`config.mk`:
```
export PLATFORM = sky130hd
export DESIGN_NAME = telegram_receive_error_classifier
export DESIGN_NICKNAME = d
export VERILOG_FILES = /design/src/telegram_fault_pkg.sv /design/src/telegram_receive_error_classifier.sv
export SDC_FILE = /design/constraint.sdc
export NUM_CORES = 1
export LEC_CHECK = 0
export BUFFER_PORTS_ARGS = -buffer_cell sky130_fd_sc_hd__buf_2
export CAP_MARGIN = 10
export CORE_MARGIN = 2
export CORE_UTILIZATION = 47
export CTS_CLUSTER_DIAMETER = 80
export DETAILED_ROUTE_END_ITERATION = 7
export HOLD_SLACK_MARGIN = 0.08
export PLACE_DENSITY = 0.95
export RECOVER_POWER = 50
export SLEW_MARGIN = 25
export SYNTH_ARGS = -nofsm -noshare
export SYNTH_HDL_FRONTEND = slang
export SYNTH_SLANG_ARGS = --single-unit
```
`constraint.sdc`:
```
create_clock -name i_clock -period 4.06 [get_ports i_clock]
set_input_delay 0.609 -clock i_clock [delete_from_list [all_inputs] [get_ports i_clock]]
set_output_delay 0.609 -clock i_clock [all_outputs]
set_load 0.02 [all_outputs]
```
`src/telegram_fault_pkg.sv`:
```
/*
  Shared types and constants for the telegram receive error classifier.
  Assumes a single 20 MHz clock domain; no software register access.
*/
package telegram_fault_pkg;

  localparam logic [7:0] CAUSE_CHECKSUM    = 8'h01;
  localparam logic [7:0] CAUSE_SHORT       = 8'h02;
  localparam logic [7:0] CAUSE_LONG        = 8'h03;
  localparam logic [7:0] CAUSE_LEN_LIST    = 8'h04;
  localparam logic [7:0] CAUSE_TYPE        = 8'h05;
  localparam logic [7:0] CAUSE_ADDR        = 8'h06;
  localparam logic [7:0] CAUSE_ERROR_BIT   = 8'h09;
  localparam logic [7:0] CAUSE_SYNC_LOSS   = 8'h0b;
  localparam logic [7:0] CAUSE_EARLY       = 8'h10;
  localparam logic [7:0] CAUSE_EARLY_LIFE  = 8'h1a;
  localparam logic [7:0] CAUSE_HEADER      = 8'h20;
  localparam logic [7:0] CAUSE_NO_CYCLIC   = 8'h21;
  localparam logic [7:0] CAUSE_RX_LIST_TO  = 8'h22;
  localparam logic [7:0] CAUSE_RX_BUF      = 8'h23;
  localparam logic [7:0] CAUSE_TX_LIST_TO  = 8'h40;
  localparam logic [7:0] CAUSE_TX_TYPE     = 8'h41;
  localparam logic [7:0] CAUSE_TX_BUF_A    = 8'h42;
  localparam logic [7:0] CAUSE_TX_BUF_B    = 8'h43;
  localparam logic [7:0] CAUSE_RUNTIME     = 8'h60;
  localparam logic [7:0] CAUSE_CHAR_DATA   = 8'h61;
  localparam logic [7:0] CAUSE_TO_CYCLIC   = 8'h62;
  localparam logic [7:0] CAUSE_NONE        = 8'h00;

  // early arrival adds this offset to the base cause
  localparam logic [7:0] EARLY_OFFSET      = 8'h10;

  localparam int         WORD_COMP_LSB     = 8;
  localparam logic [15:0] WORD_UPPER       = 16'h0000;

  // fault classes carried in the fault report
  typedef enum logic [1:0] {
    KIND_TELEGRAM,
    KIND_PROPERTY,
    KIND_UNKNOWN
  } fault_kind_t;

  // one received telegram after deframing
  typedef struct packed {
    logic [7:0] comp;        // component number of the sender
    logic [7:0] length_byte; // length byte carried in the telegram
    logic [7:0] byte_count;  // bytes actually received
    logic [7:0] tel_type;    // type field
    logic [7:0] addr;        // node address
    logic       crc_ok;      // checksum agrees
    logic       header_ok;   // header well formed
    logic       error_bit;   // supply-failed / error indication
    logic       life_bit;    // sign-of-life bit
    logic       early;       // arrived before scheduled instant
  } rx_tel_t;

  // receive-list entry expected for the next telegram
  typedef struct packed {
    logic [7:0] length;
    logic [7:0] tel_type;
    logic [7:0] addr;
  } rx_entry_t;

  // link supervision events, each a one-cycle pulse
  typedef struct packed {
    logic no_cyclic;
    logic rx_list_timeout;
    logic tx_list_timeout;
    logic to_cyclic_fail;
    logic rx_buf_corrupt;
    logic tx_buf_corrupt_a;
    logic tx_buf_corrupt_b;
    logic runtime_late;
    logic char_data_late;
    logic sync_loss;
  } link_evt_t;

endpackage

```
`src/telegram_receive_error_classifier.sv`:
```
/*
  Receive-side telegram checker and fault classifier with a single pending report.
  Assumes deframed telegrams and supervision events arrive synchronous to i_clock.
*/
module telegram_receive_error_classifier #(
  parameter int PROP_W = 16,  // width of component property word
  parameter int FNUM_W = 16   // width of remote fault number
) (
  input  wire logic                            i_clock,         // 20 MHz clock
  input  wire logic                            i_rst_b,         // async reset, active low
  input  wire logic                            i_rx_valid,      // one-cycle pulse: telegram done
  input  wire telegram_fault_pkg::rx_tel_t     i_rx_tel,        // received telegram summary
  input  wire telegram_fault_pkg::rx_entry_t   i_rx_entry,      // expected receive-list entry
  input  wire telegram_fault_pkg::link_evt_t   i_link_evt,      // supervision event pulses
  input  wire logic [7:0]                      i_link_comp,     // component for link events
  input  wire logic                            i_tx_req,        // send request pulse
  input  wire logic [7:0]                      i_tx_type,       // type of queued telegram
  input  wire logic [7:0]                      i_tx_list_type,  // type in send list
  input  wire logic [7:0]                      i_tx_comp,       // component of queued telegram
  input  wire logic                            i_prop_valid,    // property report pulse
  input  wire logic [PROP_W-1:0]               i_prop,          // reported properties
  input  wire logic [7:0]                      i_prop_comp,     // component of report
  input  wire logic                            i_remote_valid,  // remote fault pulse
  input  wire logic [FNUM_W-1:0]               i_remote_num,    // remote fault number
  input  wire logic                            i_remote_known,  // number decodable
  input  wire logic                            i_ack,           // acknowledge pending fault
  output logic                                 o_tx_go,         // send accepted, pulse
  output logic                                 o_tx_refuse,     // send refused, pulse
  output logic                                 o_fault,         // report pending
  output telegram_fault_pkg::fault_kind_t      o_fault_kind,    // class of report
  output logic [31:0]                          o_fault_value_readout // packed fault word
);

  ////////////////////////////////////////////////////////////////////////////
  // classification

  function automatic logic [7:0] rx_cause(input telegram_fault_pkg::rx_tel_t t,
                                          input telegram_fault_pkg::rx_entry_t e);
    logic [7:0] base;
    base = telegram_fault_pkg::CAUSE_NONE;
    if (!t.crc_ok)
      base = telegram_fault_pkg::CAUSE_CHECKSUM;
    // count is judged against the length byte; a list disagreement then falls to cause 04
    else if (t.byte_count < t.length_byte)
      base = telegram_fault_pkg::CAUSE_SHORT;
    else if (t.byte_count > t.length_byte)
      base = telegram_fault_pkg::CAUSE_LONG;
    else if (t.length_byte != e.length)
      base = telegram_fault_pkg::CAUSE_LEN_LIST;
    else if (t.tel_type != e.tel_type)
      base = telegram_fault_pkg::CAUSE_TYPE;
    else if (t.addr != e.addr)
      base = telegram_fault_pkg::CAUSE_ADDR;
    else if (t.error_bit)
      base = telegram_fault_pkg::CAUSE_ERROR_BIT;
    if (t.early) begin
      if (base != telegram_fault_pkg::CAUSE_NONE)
        base = base + telegram_fault_pkg::EARLY_OFFSET;
      else if (!t.life_bit)
        base = telegram_fault_pkg::CAUSE_EARLY_LIFE;
      else
        base = telegram_fault_pkg::CAUSE_EARLY;
    end
    // a bad header makes every field untrustworthy, so it overrides
    if (!t.header_ok)
      base = telegram_fault_pkg::CAUSE_HEADER;
    return base;
  endfunction

  function automatic logic [7:0] link_cause(input telegram_fault_pkg::link_evt_t v);
    logic [7:0] c;
    c = telegram_fault_pkg::CAUSE_NONE;
    if (v.no_cyclic)             c = telegram_fault_pkg::CAUSE_NO_CYCLIC;
    else if (v.rx_list_timeout)  c = telegram_fault_pkg::CAUSE_RX_LIST_TO;
    else if (v.tx_list_timeout)  c = telegram_fault_pkg::CAUSE_TX_LIST_TO;
    else if (v.to_cyclic_fail)   c = telegram_fault_pkg::CAUSE_TO_CYCLIC;
    else if (v.rx_buf_corrupt)   c = telegram_fault_pkg::CAUSE_RX_BUF;
    else if (v.tx_buf_corrupt_a) c = telegram_fault_pkg::CAUSE_TX_BUF_A;
    else if (v.tx_buf_corrupt_b) c = telegram_fault_pkg::CAUSE_TX_BUF_B;
    else if (v.runtime_late)     c = telegram_fault_pkg::CAUSE_RUNTIME;
    else if (v.char_data_late)   c = telegram_fault_pkg::CAUSE_CHAR_DATA;
    else if (v.sync_loss)        c = telegram_fault_pkg::CAUSE_SYNC_LOSS;
    return c;
  endfunction

  function automatic logic [31:0] pack_word(input logic [7:0] comp, input logic [7:0] cause);
    return {telegram_fault_pkg::WORD_UPPER, comp, cause};
  endfunction

  logic [7:0]                      rx_c;
  logic [7:0]                      lk_c;
  logic                            tx_bad;
  logic                            prop_bad;
  logic                            new_fault;
  logic [31:0]                     new_word;
  telegram_fault_pkg::fault_kind_t new_kind;

  ////////////////////////////////////////////////////////////////////////////
  // boot property capture

  logic [PROP_W-1:0] boot_prop;
  logic              boot_seen;

  always_ff @(posedge i_clock or negedge i_rst_b) begin
    if (!i_rst_b) begin
      boot_prop <= '0;
      boot_seen <= 1'b0;
    end else if (i_prop_valid && !boot_seen) begin
      boot_prop <= i_prop;
      boot_seen <= 1'b1;
    end
  end

  always_comb begin
    rx_c     = i_rx_valid ? rx_cause(i_rx_tel, i_rx_entry) : telegram_fault_pkg::CAUSE_NONE;
    lk_c     = link_cause(i_link_evt);
    tx_bad   = i_tx_req && (i_tx_type != i_tx_list_type);
    prop_bad = i_prop_valid && boot_seen && (i_prop != boot_prop);
    new_fault = 1'b1;
    new_kind  = telegram_fault_pkg::KIND_TELEGRAM;
    // fixed priority when several events land in one cycle
    if (rx_c != telegram_fault_pkg::CAUSE_NONE)
      new_word = pack_word(i_rx_tel.comp, rx_c);
    else if (lk_c != telegram_fault_pkg::CAUSE_NONE)
      new_word = pack_word(i_link_comp, lk_c);
    else if (tx_bad)
      new_word = pack_word(i_tx_comp, telegram_fault_pkg::CAUSE_TX_TYPE);
    else if (prop_bad) begin
      new_word = {24'h000000, i_prop_comp};
      new_kind = telegram_fault_pkg::KIND_PROPERTY;
    end else if (i_remote_valid && !i_remote_known) begin
      new_word = 32'(i_remote_num);
      new_kind = telegram_fault_pkg::KIND_UNKNOWN;
    end else begin
      new_word  = '0;
      new_fault = 1'b0;
    end
  end

  ////////////////////////////////////////////////////////////////////////////
  // pending report

  always_ff @(posedge i_clock or negedge i_rst_b) begin
    if (!i_rst_b) begin
      o_fault               <= 1'b0;
      o_fault_kind          <= telegram_fault_pkg::KIND_TELEGRAM;
      o_fault_value_readout <= '0;
    end else if (!o_fault || i_ack) begin
      // a fault arriving with the ack is kept rather than lost
      o_fault <= new_fault;
      if (new_fault) begin
        o_fault_kind          <= new_kind;
        o_fault_value_readout <= new_word;
      end
    end
  end

  ////////////////////////////////////////////////////////////////////////////
  // send gate

  always_ff @(posedge i_clock or negedge i_rst_b) begin
    if (!i_rst_b) begin
      o_tx_go     <= 1'b0;
      o_tx_refuse <= 1'b0;
    end else begin
      o_tx_go     <= i_tx_req && !tx_bad;
      o_tx_refuse <= tx_bad;
    end
  end

endmodule

```
======== After elaboration in Yosys (flattened, before gate mapping) ========
Index checks and enable logic that the tools add are counted.
word-level totals
  register bits ........................... 54
  bits of input ports ..................... 159
  output and inout bits ................... 37
operators by class
  add/subtract/negate cells ............... 1
  order comparisons ....................... 2
  equal/unequal tests ..................... 5
  muxes and demuxes ....................... 37
  reduce and logical (&&, ||, !) cells .... 15
operators with widths
  kind                                                           count
  16-bit 2-to-1 mux                                              5
  7-bit 2-to-1 mux                                               9
  8-bit 2-to-1 mux                                               5
  4-bit 2-to-1 mux                                               8
  8-bit inequality test                                          4
  8-bit nonzero test                                             3
  16-bit inequality test                                         1
  2-bit 2-to-1 mux                                               5
  8-bit by 5-bit adder with 8-bit output, second input constant  1
  8-bit greater-than comparator                                  1
  8-bit < comparator                                             1
  1-bit logical AND                                              6
  1-bit 2-to-1 mux                                               5
  1-bit zero test                                                4
  2-bit AND reduction                                            1
  1-bit logical OR                                               1

======== Depth between registers and ports, before layout ========
Gate-level depths: netlist (run 1).
  depth in word-level cells ............... 15
  gate-level depth with buffers ........... 13
  depth with buffers taken out ............ 10

======== Worst setup path after synthesis (run 1) ========
OpenSTA, ideal clock, no wires.
  path kind ............................... in2reg
  start point ............................. input port i_rx_tel[36] in the netlist's numbering
  end point ............................... register o_fault_value_readout[1]
  setup time .............................. 0.125 ns
  arrival time ............................ 2.692 ns
  data required time ...................... 3.935 ns
  setup slack ............................. 1.243 ns
  stages .................................. 11
  path buffers ............................ 2
  cell sequence ........................... inv_1 ha_1 nand4_1 nor3_1 o31ai_1 nor3_1 a41o_1 buf_6 a31o_1 buf_6 mux2_4
between the ends
  longest elaborated chain between the ends .. 13
  elaborated cells on any way between the ends .. 17
  classes of those cells .................. add/sub: 1; order compare: 2; eq/ne: 1; mux: 10; reduce/logical: 3
RTL lines
  item                                                                          line                                                                              source
  start: declaration                                                            telegram_receive_error_classifier.sv:12                                           input wire telegram_fault_pkg::rx_tel_t i_rx_tel,
  branches (longest 3 deep; another with 8-bit greater-than comparator)         -
  4-bit 2-to-1 mux *                                                            telegram_receive_error_classifier.sv:44                                           else if (t.byte_count < t.length_byte)
  8-bit 2-to-1 mux *                                                            telegram_receive_error_classifier.sv:41                                           if (!t.crc_ok)
  8-bit by 5-bit adder with 8-bit output or 8-bit nonzero test (tied branches)  telegram_receive_error_classifier.sv:58, telegram_receive_error_classifier.sv:57
  8-bit 2-to-1 mux                                                              telegram_receive_error_classifier.sv:57                                           if (base != telegram_fault_pkg::CAUSE_NONE)
  8-bit 2-to-1 mux *                                                            telegram_receive_error_classifier.sv:56                                           if (t.early) begin
  8-bit 2-to-1 mux *                                                            telegram_receive_error_classifier.sv:65                                           if (!t.header_ok)
  8-bit 2-to-1 mux *                                                            telegram_receive_error_classifier.sv:115                                          rx_c = i_rx_valid ? rx_cause(i_rx_tel, i_rx_entry) : telegram_fault_pkg::CAUSE_NONE;
  8-bit nonzero test                                                            telegram_receive_error_classifier.sv:122                                          if (rx_c != telegram_fault_pkg::CAUSE_NONE)
  1-bit 2-to-1 mux                                                              telegram_receive_error_classifier.sv:122
  2-bit AND reduction (no source line)                                          -
  end signal: assignment                                                        telegram_receive_error_classifier.sv:153                                          o_fault_value_readout <= new_word;
  end: declaration                                                              telegram_receive_error_classifier.sv:31                                           output logic [31:0] o_fault_value_readout
Mark *: on every way between the ends.
A chain may end at the register's enable or synchronous reset.

======== Final worst setup path (run 1) ========
  start point ............................. input port i_rx_tel[36] in the netlist's numbering
  end point ............................... register o_fault_kind[1]
between the ends
  longest elaborated chain between the ends .. 13
  elaborated cells on any way between the ends .. 17
  classes of those cells .................. add/sub: 1; order compare: 2; eq/ne: 1; mux: 10; reduce/logical: 3
RTL lines
  item                                                                          line                                                                              source
  branches (longest 3 deep; another with 8-bit greater-than comparator)         -
  4-bit 2-to-1 mux *                                                            telegram_receive_error_classifier.sv:44
  8-bit 2-to-1 mux *                                                            telegram_receive_error_classifier.sv:41
  8-bit by 5-bit adder with 8-bit output or 8-bit nonzero test (tied branches)  telegram_receive_error_classifier.sv:58, telegram_receive_error_classifier.sv:57
  8-bit 2-to-1 mux                                                              telegram_receive_error_classifier.sv:57
  8-bit 2-to-1 mux *                                                            telegram_receive_error_classifier.sv:56
  8-bit 2-to-1 mux *                                                            telegram_receive_error_classifier.sv:65
  8-bit 2-to-1 mux *                                                            telegram_receive_error_classifier.sv:115
  8-bit nonzero test *                                                          telegram_receive_error_classifier.sv:122
  1-bit 2-to-1 mux                                                              telegram_receive_error_classifier.sv:122
  2-bit AND reduction (no source line)                                          -
  end signal: assignment                                                        telegram_receive_error_classifier.sv:146                                          o_fault_kind <= telegram_fault_pkg::KIND_TELEGRAM;
  end signal: assignment                                                        telegram_receive_error_classifier.sv:152                                          o_fault_kind <= new_kind;
  end: declaration                                                              telegram_receive_error_classifier.sv:30                                           output telegram_fault_pkg::fault_kind_t o_fault_kind,
Marks and branches as above.

==> flow_metrics.tcl, run 1 <==
set metrics [dict create \
    status "finished with violations" \
    tritonroute_pass_1_iters 4 \
    max_cap_violation_count 1 \
    power.sequential.fraction 0.414 \
    cts_resizes 0 \
    fin_crit_ns 3.11 \
    clock_tree.root_cell "clkbuf_8" \
    final_hold_violation_count 0 \
    netlist_area_um2 3030 \
    crit_path_cell_trace "buf_2, inv_1, ha_1, nand4_1, nor3_1, o31ai_1, nor3_1, a41o_1, a31o_1, buf_4, mux2i_1" \
    routed_wirelength_mm 8.39 \
    via_per_inst 5.28 \
    fin_worst_hold_slack_ns 0.496 \
    totalNegativeSetupSlack_ns 0 \
    tritoncts.num_buffers 5 \
    synth_top_cells_by_count "xor2_1, dfrtp_1, nand2_1" \
    synth.yosys.warnings 0 \
    crit_required_ns 4.27 \
    clock_sink_count 38 \
    relSlewSlack -0.380 \
    p_sw_frac 0.294 \
    worst_setup_path_endpoint "o_fault_kind[1]" \
    rrSetupSlack_ns 1.19 \
    worst_path_largest_cell_delay_ns 0.49 \
    yosysTopAreaCellShare 0.314 \
    report.power.total_w 0.00104 \
    cp_max_delay_cell "a31o_1" \
    cts_tree "built" \
    clock_path_buffers 2 \
    area_grow_syn2layout_pct 32.6 \
    cts_hold_buffers 0 \
    effective_utilization_at_floorplan 0.483 \
    fraction_of_final_layout_cells_sized_beyond_drive_strength_1 0.402 \
    yosysMostFrequentCell "xor2_1" \
    internal_power_w 0.000737 \
    timing.critical_path.mode_cell "nor3_1" \
    h_tree_lvls 2 \
    kind_of_cell_adding_the_most_delay_to_the_critical_path "compound AO/OA/AOI/OAI gates" \
    die_h_um 84.3 \
    grt_start_max_net_pins 39 \
    relative_contribution_of_combinational_cells_to_total_power 0.289 \
    drtIter0Drc 76 \
    die-area_um2 7110 \
    port_buffers 179 \
    synth.yosys.seq_area_share 0.314 \
    grt_first_pass_wirelength_mm 13.8 \
    globalRouteOverflowTotal 0 \
    setup.worst_path.start "i_rx_tel[36]" \
    number_of_enable_flip_flop_cells_after_synthesis 0 \
    clk_latency_ns 0.28 \
    cp-end-kind "flop" \
    powerDensity_nw_per_um2 260 \
    placeableCoreArea_um2 6280 \
    horiz_die_dim_um 84.3 \
    ys.flop_type "dfrtp_1" \
    ys_top_cells_by_area "dfrtp_1, xor2_1, mux2_2" \
    detail-route-antenna-nets 0 \
    power.static_leakage_nw 2.15 \
    type_of_origin_of_the_critical_path "primary input" \
    timing.critical_path.buf_inv 3 \
    grt_setup_unrepaired "false" \
    cp_num_cells 11 \
    finalSetupViolCount 0 \
    min-delay-path-class "reg -> reg" \
    synth.ff_latch_count 38 \
    cts_post_setup_buffers_inserted 0 \
    routed-via-count 3110 \
    dpl.hpwl_mm 7.09 \
    vias_in_the_first_global_route 3181 \
    finish.cell_count_without_fillers 589 \
    reg2reg_depth 8 \
    finClkSkew_ns 0.0109 \
    arrival_ns 3.33 \
    vdd.ir_drop.worst_uv 244 \
    globalplace.congestion 0.939 \
    post-route-drc-count 0 \
    slew_viol_final 39 \
    io_pins 196 \
    power.net_switching_w 0.000307 \
    global_route.usage.total 0.237 \
    post-synth-top-area-cell "dfrtp_1" \
    avgSynthCellArea_um2 9.08 \
    diodes 0 \
    peak_fanout_along_the_critical_path 10 \
    antenna_found_initial 0 \
    ys_async_sr_fraction 1.00 \
    timing.rr.start "boot_prop[3]" \
    failed_checks "capacitance limit, slew limit" \
    critical_path_class "in -> reg" \
    postLayoutCoreUtil 0.640 \
    avgRoutedWirePerCell_um 14.2 \
    syn-instance-count 334 \
    period_share 0.767 \
    post_layout_net_count 678 \
    dp.cells 581 \
    std_cell_rows 29 \
    r2r_end "o_fault_kind[1]" \
    fmax_mhz 321 \
    synth.distinct_cells 46 \
    worst-slew-pin-transition_ns 2.07 \
    p_clk_frac 0.297 \
    clock_transition_at_the_register_clock_pins_on_the_worst_setup_and_hold_paths_after_cts_ns 0.08 \
]
==> registers in the layout, indices dropped and copies added, names as in the netlist <==
name	count
o_fault_value_readout	16
o_fault_kind	2
boot_prop	16
o_tx_refuse	1
o_tx_go	1
o_fault	1
boot_seen	1
==> cells in the final DEF (no fill, tap or decap), types with 3 or more instances in the layout <==
master	count
mux2_4	5
nand2_1	32
nor2_1	18
a31oi_1	4
o21ai_0	8
nor2b_1	4
nand2b_1	3
clkbuf_1	13
mux2_2	16
conb_1	16
o2bb2ai_1	8
nand4_1	5
nor4_1	9
buf_4	4
ha_1	8
a21oi_1	8
xor2_1	48
a21o_1	9
clkbuf_8	5
buf_2	168
mux2i_1	14
dfrtp_1	38
inv_1	20
nand3_1	12
nor4_2	3
nor3_1	8
==> cell families (layout without fill, tap and decap cells) <==
kind of cell | after synthesis | after routing | share of synthesized area
XOR/XNOR | 48 | 48 | 0.139
AO/OA/AOI/OAI | 54 | 54 | 0.129
buffers and inverters | 48 | 211 | 0.0879
multiplexers | 35 | 35 | 0.130
adder cells (fa/ha/maj) | 8 | 8 | 0.0330
AND/OR/NAND/NOR | 102 | 102 | 0.166
other | 1 | 16 | 0.00124
flip-flops | 38 | 38 | 0.314
==> worst register-to-register path: cells and delay by family (launching register included) <==
family                    cells  cell delay [ns]
DFF                           1             0.39
and+or+nand+nor               4             1.24
AOI/OAI and AO/OA             1             0.55
xor gates and xnor gates      1             0.16
buffers and inverters         1             0.28
muxes                         1             0.19
==> routing by layer <==
layer,GRT usage,share of wire,vias up
met4,0.0660,0.019,0
met5,0,0,-
met1,0.265,0.40,1461
met3,0.0521,0.060,20
li1,-,-,1494
met2,0.448,0.52,135
==> stage by stage <==
step                      worst slack, ns  cell area (um2)
after floorplan                      1.24             3090
after global routing                0.717             4020
after global placement              0.789             3930
final                               0.948             4020
after detailed placement            0.662             3930
after CTS                           0.952             4030
==> layout make-up <==
type,count,area (um2)
fillers,513,2260
flip-flops and latches,38,951
well taps,77,96.3
multi-input cells,263,1880
inverters,20,75.1
clock buffers,7,76.3
repair buffers,183,912
clock inverters,1,30.0
==> worst min path at each step <==
stage / startpoint / to / cells after the start
after floorplan: i_rst_b / boot_prop[0] / 0
after global placement: boot_seen / boot_seen / 1
after detailed placement: o_fault_value_readout[11] / o_fault_value_readout[11] / 1
after CTS: i_rst_b / o_fault_value_readout[12] / 1
after global routing: o_fault_value_readout[10] / o_fault_value_readout[10] / 1
final: o_fault_value_readout[8] / o_fault_value_readout[8] / 1
==> power by group through the flow <==
stage,Sequential [W],Clock [W],Combinational [W]
final,0.000432,0.000310,0.000301
after detailed placement,0.000438,0,0.000304
after global placement,0.000437,0,0.000292
after global routing,0.000436,0.000330,0.000334
after floorplan,0.000453,0,0.000158
after CTS,0.000432,0.000317,0.000304
(Power assumes the default switching activity.)
==> inputs of run 2 (changes only) <==
--- a/config.mk
+++ b/config.mk
@@ -8,11 +8,11 @@
 export BUFFER_PORTS_ARGS = -buffer_cell sky130_fd_sc_hd__buf_2
 export CAP_MARGIN = 10
 export CORE_MARGIN = 2
-export CORE_UTILIZATION = 47
+export CORE_UTILIZATION = 39
 export CTS_CLUSTER_DIAMETER = 80
 export DETAILED_ROUTE_END_ITERATION = 7
 export HOLD_SLACK_MARGIN = 0.08
-export PLACE_DENSITY = 0.95
+export PLACE_DENSITY = 0.88
 export RECOVER_POWER = 50
 export SLEW_MARGIN = 25
 export SYNTH_ARGS = -nofsm -noshare
==> constraint.sdc (replaced) <==
create_clock -name i_clock -period 2.6 [get_ports i_clock]
set_input_delay 0.39 -clock i_clock [delete_from_list [all_inputs] [get_ports i_clock]]
set_output_delay 0.39 -clock i_clock [all_outputs]
set_load 0.02 [all_outputs]
==> run 2 against run 1 <==
Effect of this change:
- the flow still finishes with violations (capacitance limit, slew limit)
- routed wire length grew 7.8%
- clock skew is 0.0037 ns lower
- core utilization down 8.8 points
- critical endpoint is now o_fault_value_readout[1]
- flip-flop and latch count unchanged
- highest routed layer unchanged
- non-clock buffer count is 19 higher
==> flow_metrics.tcl, run 2 (same netlist as run 1, synthesis figures left out) <==
set metrics [dict create \
    status "finished with violations" \
    failed_checks "capacitance limit, slew limit" \
    clock_transition_at_the_register_clock_pins_on_the_worst_setup_and_hold_paths_after_cts_ns 0.07 \
    tritoncts.num_buffers 5 \
    layout.filler_cells 700 \
    die-area_um2 8490 \
    cts_post_setup_buffers_inserted 0 \
    min-delay-path-class "in -> reg" \
    fin_worst_hold_slack_ns 0.330 \
    std_cell_rows 32 \
    grt_first_pass_wirelength_mm 14.0 \
    setup_ws_post_layout_ns 0.0730 \
    wl_met2_mm 4.82 \
    cts_tree "built" \
    clock_tree.root_cell "clkbuf_8" \
    fmax_mhz 396 \
    finish.cell_count_without_fillers 634 \
    arrival_ns 2.70 \
    clock_sink_count 38 \
    post_layout_net_count 697 \
    relSlewSlack -0.325 \
    clock_path_buffers 2 \
    horiz_die_dim_um 92.2 \
    dr_top_layer "met4" \
    totalNegativeSetupSlack_ns 0 \
    tritonroute_pass_1_iters 4 \
    cts_hold_buffers 0 \
    routed-via-count 3172 \
    grt_start_max_net_pins 39 \
    detail-route-antenna-nets 0 \
    leading_cell_type_in_the_layout_fill_and_taps_excluded "buf_2" \
    globalRouteOverflowTotal 0 \
    powerDensity_nw_per_um2 374 \
    power.static_leakage_nw 2.26 \
    die_h_um 92.2 \
    h_tree_lvls 2 \
    worst-slew-pin-transition_ns 1.99 \
    period_share 0.972 \
    min_path_cells 3 \
    critical_path_class "reg -> reg" \
    fraction_of_final_layout_cells_sized_beyond_drive_strength_1 0.437 \
    dr_wl_met3_um 522 \
    peak_fanout_along_the_critical_path 5 \
    max_cap_violation_count 1 \
    slew_viol_final 39 \
    dp_slack_ns -0.168 \
    avgRoutedWirePerCell_um 14.3 \
    placeableCoreArea_um2 7650 \
    clk_latency_ns 0.28 \
    via_per_inst 5.00 \
    postLayoutCoreUtil 0.553 \
    effective_utilization_at_floorplan 0.396 \
    cp-end-kind "flop" \
    reg2reg_depth 8 \
    port_buffers 179 \
    finalSetupViolCount 0 \
    global_route.usage.total 0.207 \
    final_hold_violation_count 0 \
    dp.cells 625 \
    dpl.hpwl_mm 7.63 \
    antenna_found_initial 1 \
    io_pins 196 \
    wirelength_met1_mm 3.45 \
    vias_in_the_first_global_route 3234 \
    regs_by_ff_count "boot_prop x16, o_fault_value_readout x16, o_fault_kind x2" \
    finClkSkew_ns 0.00719 \
    routed_wirelength_mm 9.04 \
    globalplace.congestion 0.886 \
    post-route-drc-count 0 \
    drtIter0Drc 87 \
    type_of_origin_of_the_critical_path "flop" \
    vdd.ir_drop.worst_uv 181 \
    most-common-layout-cells "buf_2, xor2_1, dfrtp_1" \
    fin_crit_ns 2.53 \
    area_grow_syn2layout_pct 39.4 \
    crit_required_ns 2.77 \
]
==> run 2: cell types whose count changed in the layout (fill, tap and decap cells not counted), sizes merged <==
cell | previous run | this run
buf | 172 | 193
clkbuf | 18 | 16
clkinv | 0 | 1
bufinv | 1 | 0
diode | 0 | 1
==> run 2: layer usage <==
layer	vias up	global-route usage
met5	-	0
met4	0	0.0858
met3	20	0.0419
met2	133	0.395
met1	1481	0.221
li1	1538	-
==> run 2: metrics by stage <==
stage,area [um2],power (W)
detailed placement,4110,0.00118
floorplan,3090,0.000954
global route,4230,0.00168
global placement,4110,0.00115
finish,4230,0.00158
CTS,4200,0.00159
==> run 2: report_power, final <==
| part | total [W] | leakage [nW] | internal (W) | switching, W |
|---|---|---|---|---|
| Sequential | 0.000675 | 0.472 | 0.000642 | 0.0000323 |
| Combinational | 0.000498 | 1.74 | 0.000235 | 0.000262 |
| Clock | 0.000408 | 0.0482 | 0.000214 | 0.000194 |
| Total | 0.00158 | 2.26 | 0.00109 | 0.000488 |
==> run 2: layout make-up <==
| type | count | area [um2] | area share |
|---|---|---|---|
| well taps | 102 | 128 | 0.0302 |
| clock buffers | 7 | 86.3 | 0.0204 |
| repair buffers | 202 | 1070 | 0.253 |
| multi-input cells | 263 | 1910 | 0.452 |
| flip-flops and latches | 38 | 951 | 0.225 |
| diodes | 1 | 2.50 | 0.000592 |
| inverters | 20 | 75.1 | 0.0178 |
| clock inverters | 1 | 5.00 | 0.00118 |
==> run 2: critical path, cell delays in order, from the launching register on <==
cell and delay (ns):
dfrtp_1 0.40, xor2_1 0.18, nor4_2 0.33, nand4_1 0.14
and3_1 0.28, and3_1 0.27, a221oi_1 0.35, o21ai_0 0.17
mux2_4 0.29
==> run 2: path summary, 6_finish.rpt <==
kind,startpoint,slack [ns],to
max,boot_prop[14],0.07,o_fault_value_readout[1]
min,i_tx_req,0.33,o_tx_go
max reg2reg,boot_prop[14],0.07,o_fault_value_readout[1]
min reg2reg,o_fault_value_readout[15],0.49,o_fault_value_readout[15]
max in group asynchronous,i_rst_b,0.80,boot_prop[5]
min in group asynchronous,i_rst_b,0.66,boot_prop[14]
==> run 2: repair_timing <==
action / in CTS / in global routing
gates resized for setup: 0 / 5
endpoints found under the hold margin: 0 / 0
setup endpoints to repair: 0 / 10
==> inputs of run 3 (changes only) <==
==> constraint.sdc (replaced) <==
create_clock -name i_clock -period 2.6 [get_ports i_clock]
set_input_delay 0.39 -clock i_clock [delete_from_list [all_inputs] [get_ports i_clock]]
set_output_delay 0.39 -clock i_clock [all_outputs]
set_load 0.1 [all_outputs]
==> run 3 against run 2 <==
Effect of this change:
- combinational power grew 44%
- largest cell class unchanged
- first-iteration DRC count decreased by 6.9%
- sequential power barely moved
- non-clock buffer count is the same
- the flow still finishes with violations (capacitance limit, slew limit)
- routed wire length is 0.32% lower
- final cell count unchanged
- critical endpoint unchanged
- total power rose by 14%
- register-to-register slack about the same
- core utilization hardly changed
==> flow_metrics.tcl, run 3 (same netlist as run 1, synthesis figures left out) <==
set metrics [dict create \
    placeableCoreArea_um2 7650 \
    h_tree_lvls 2 \
    cp-end-kind "flop" \
    dp_slack_ns -0.168 \
    finish.cell_count_without_fillers 634 \
    leading_cell_type_in_the_layout_fill_and_taps_excluded "buf_2" \
    io_pins 196 \
    min-delay-path-class "in -> reg" \
    area_grow_syn2layout_pct 39.5 \
    dpl.hpwl_mm 7.63 \
    postLayoutCoreUtil 0.553 \
    vdd.ir_drop.worst_uv 213 \
    clk_latency_ns 0.28 \
    reg2reg_depth 8 \
    routed-via-count 3160 \
    globalRouteOverflowTotal 0 \
    finalSetupViolCount 0 \
    grt_start_max_net_pins 39 \
    tritoncts.num_buffers 5 \
    std_cell_rows 32 \
    worst_setup_path_endpoint "o_fault_value_readout[1]" \
    detail-route-antenna-nets 0 \
    horiz_die_dim_um 92.2 \
    powerDensity_nw_per_um2 426 \
    crit_required_ns 2.77 \
    failed_checks "capacitance limit, slew limit" \
    vias_in_the_first_global_route 3234 \
    fin_worst_hold_slack_ns 0.330 \
    totalNegativeSetupSlack_ns 0 \
    die-area_um2 8490 \
    finClkSkew_ns 0.00791 \
    clock_tree.root_cell "clkbuf_8" \
    die_h_um 92.2 \
    clock_transition_at_the_register_clock_pins_on_the_worst_setup_and_hold_paths_after_cts_ns 0.07 \
    final_hold_violation_count 0 \
    post-route-drc-count 0 \
    period_share 0.973 \
    type_of_origin_of_the_critical_path "flop" \
    worst-slew-pin-transition_ns 1.98 \
    power.static_leakage_nw 2.27 \
    effective_utilization_at_floorplan 0.396 \
    clock_path_buffers 2 \
    slew_viol_final 39 \
    clock_sink_count 38 \
    drtIter0Drc 81 \
    fmax_mhz 395 \
    timing.rr.start "boot_prop[14]" \
    cts_tree "built" \
    regs_by_ff_count "boot_prop x16, o_fault_value_readout x16, o_fault_kind x2" \
    critical_path_class "reg -> reg" \
    grt_first_pass_wirelength_mm 14.0 \
    arrival_ns 2.70 \
    peak_fanout_along_the_critical_path 5 \
    avgRoutedWirePerCell_um 14.2 \
    setup.worst_path.start "boot_prop[14]" \
    rrSetupSlack_ns 0.07 \
    cts_post_setup_buffers_inserted 0 \
    fraction_of_final_layout_cells_sized_beyond_drive_strength_1 0.444 \
    antenna_found_initial 1 \
    global_route.usage.total 0.207 \
    setup_ws_post_layout_ns 0.0695 \
    relSlewSlack -0.321 \
    fin_crit_ns 2.53 \
    port_buffers 179 \
    status "finished with violations" \
    routed_wirelength_mm 9.01 \
    dp.cells 625 \
    most-common-layout-cells "buf_2, xor2_1, dfrtp_1" \
    via_per_inst 4.98 \
    globalplace.congestion 0.886 \
    tritonroute_pass_1_iters 4 \
    r2r_end "o_fault_value_readout[1]" \
    post_layout_net_count 697 \
    layout.filler_cells 699 \
    max_cap_violation_count 1 \
]
## run 3: critical path, stage by stage, from the launching register on
cell      delay [ns]
dfrtp_1         0.40
xor2_1          0.18
nor4_2          0.33
nand4_1         0.14
and3_1          0.28
and3_1          0.27
a221oi_1        0.35
o21ai_0         0.17
mux2_4          0.29
## run 3: worst min-delay path by stage
stage | start | slack (ns) | to | cells after the start
finish | i_tx_req | 0.33 | o_tx_go | 3
global route | i_prop_valid | 0.32 | boot_seen | 2
global placement | boot_seen | 0.47 | boot_seen | 1
CTS | i_rst_b | 0.24 | boot_prop[14] | 1
detailed placement | o_fault_value_readout[15] | 0.48 | o_fault_value_readout[15] | 1
floorplan | i_rst_b | 0.09 | boot_prop[0] | 0
## run 3: metrics by stage
stage / cell area (um2) / power (W)
5_1_grt: 4230 / 0.00190
3_5_place_dp: 4110 / 0.00139
6_report: 4230 / 0.00180
4_1_cts: 4200 / 0.00181
2_1_floorplan: 3090 / 0.00117
3_3_place_gp: 4110 / 0.00137
## run 3: layer usage
layer	up-vias	global-route usage	wire, um
met1	1472	0.221	3410
li1	1535	-	-
met5	-	0	0
met2	133	0.395	4800
met3	20	0.0419	545
met4	0	0.0858	251
## run 3: cell type report
cell class	count	area, um2	area share
multi-input cells	263	1910	0.451
flip-flops and latches	38	951	0.225
clock buffers	7	86.3	0.0204
inverters	20	75.1	0.0178
well taps	102	128	0.0302
clock inverters	1	5.00	0.00118
diodes	1	2.50	0.000592
repair buffers	202	1070	0.254
## run 3: report_power, final
group / switching [W] / internal (W) / leakage (nW)
Sequential: 0.0000321 / 0.000642 / 0.472
Clock: 0.000195 / 0.000214 / 0.0482
Combinational: 0.000481 / 0.000236 / 1.75
## run 3: repair_timing
| item | CTS | global route |
|---|---|---|
| endpoints found under the setup margin | 0 | 10 |
| hold buffers | 0 | 0 |
| resized for setup | 0 | 5 |
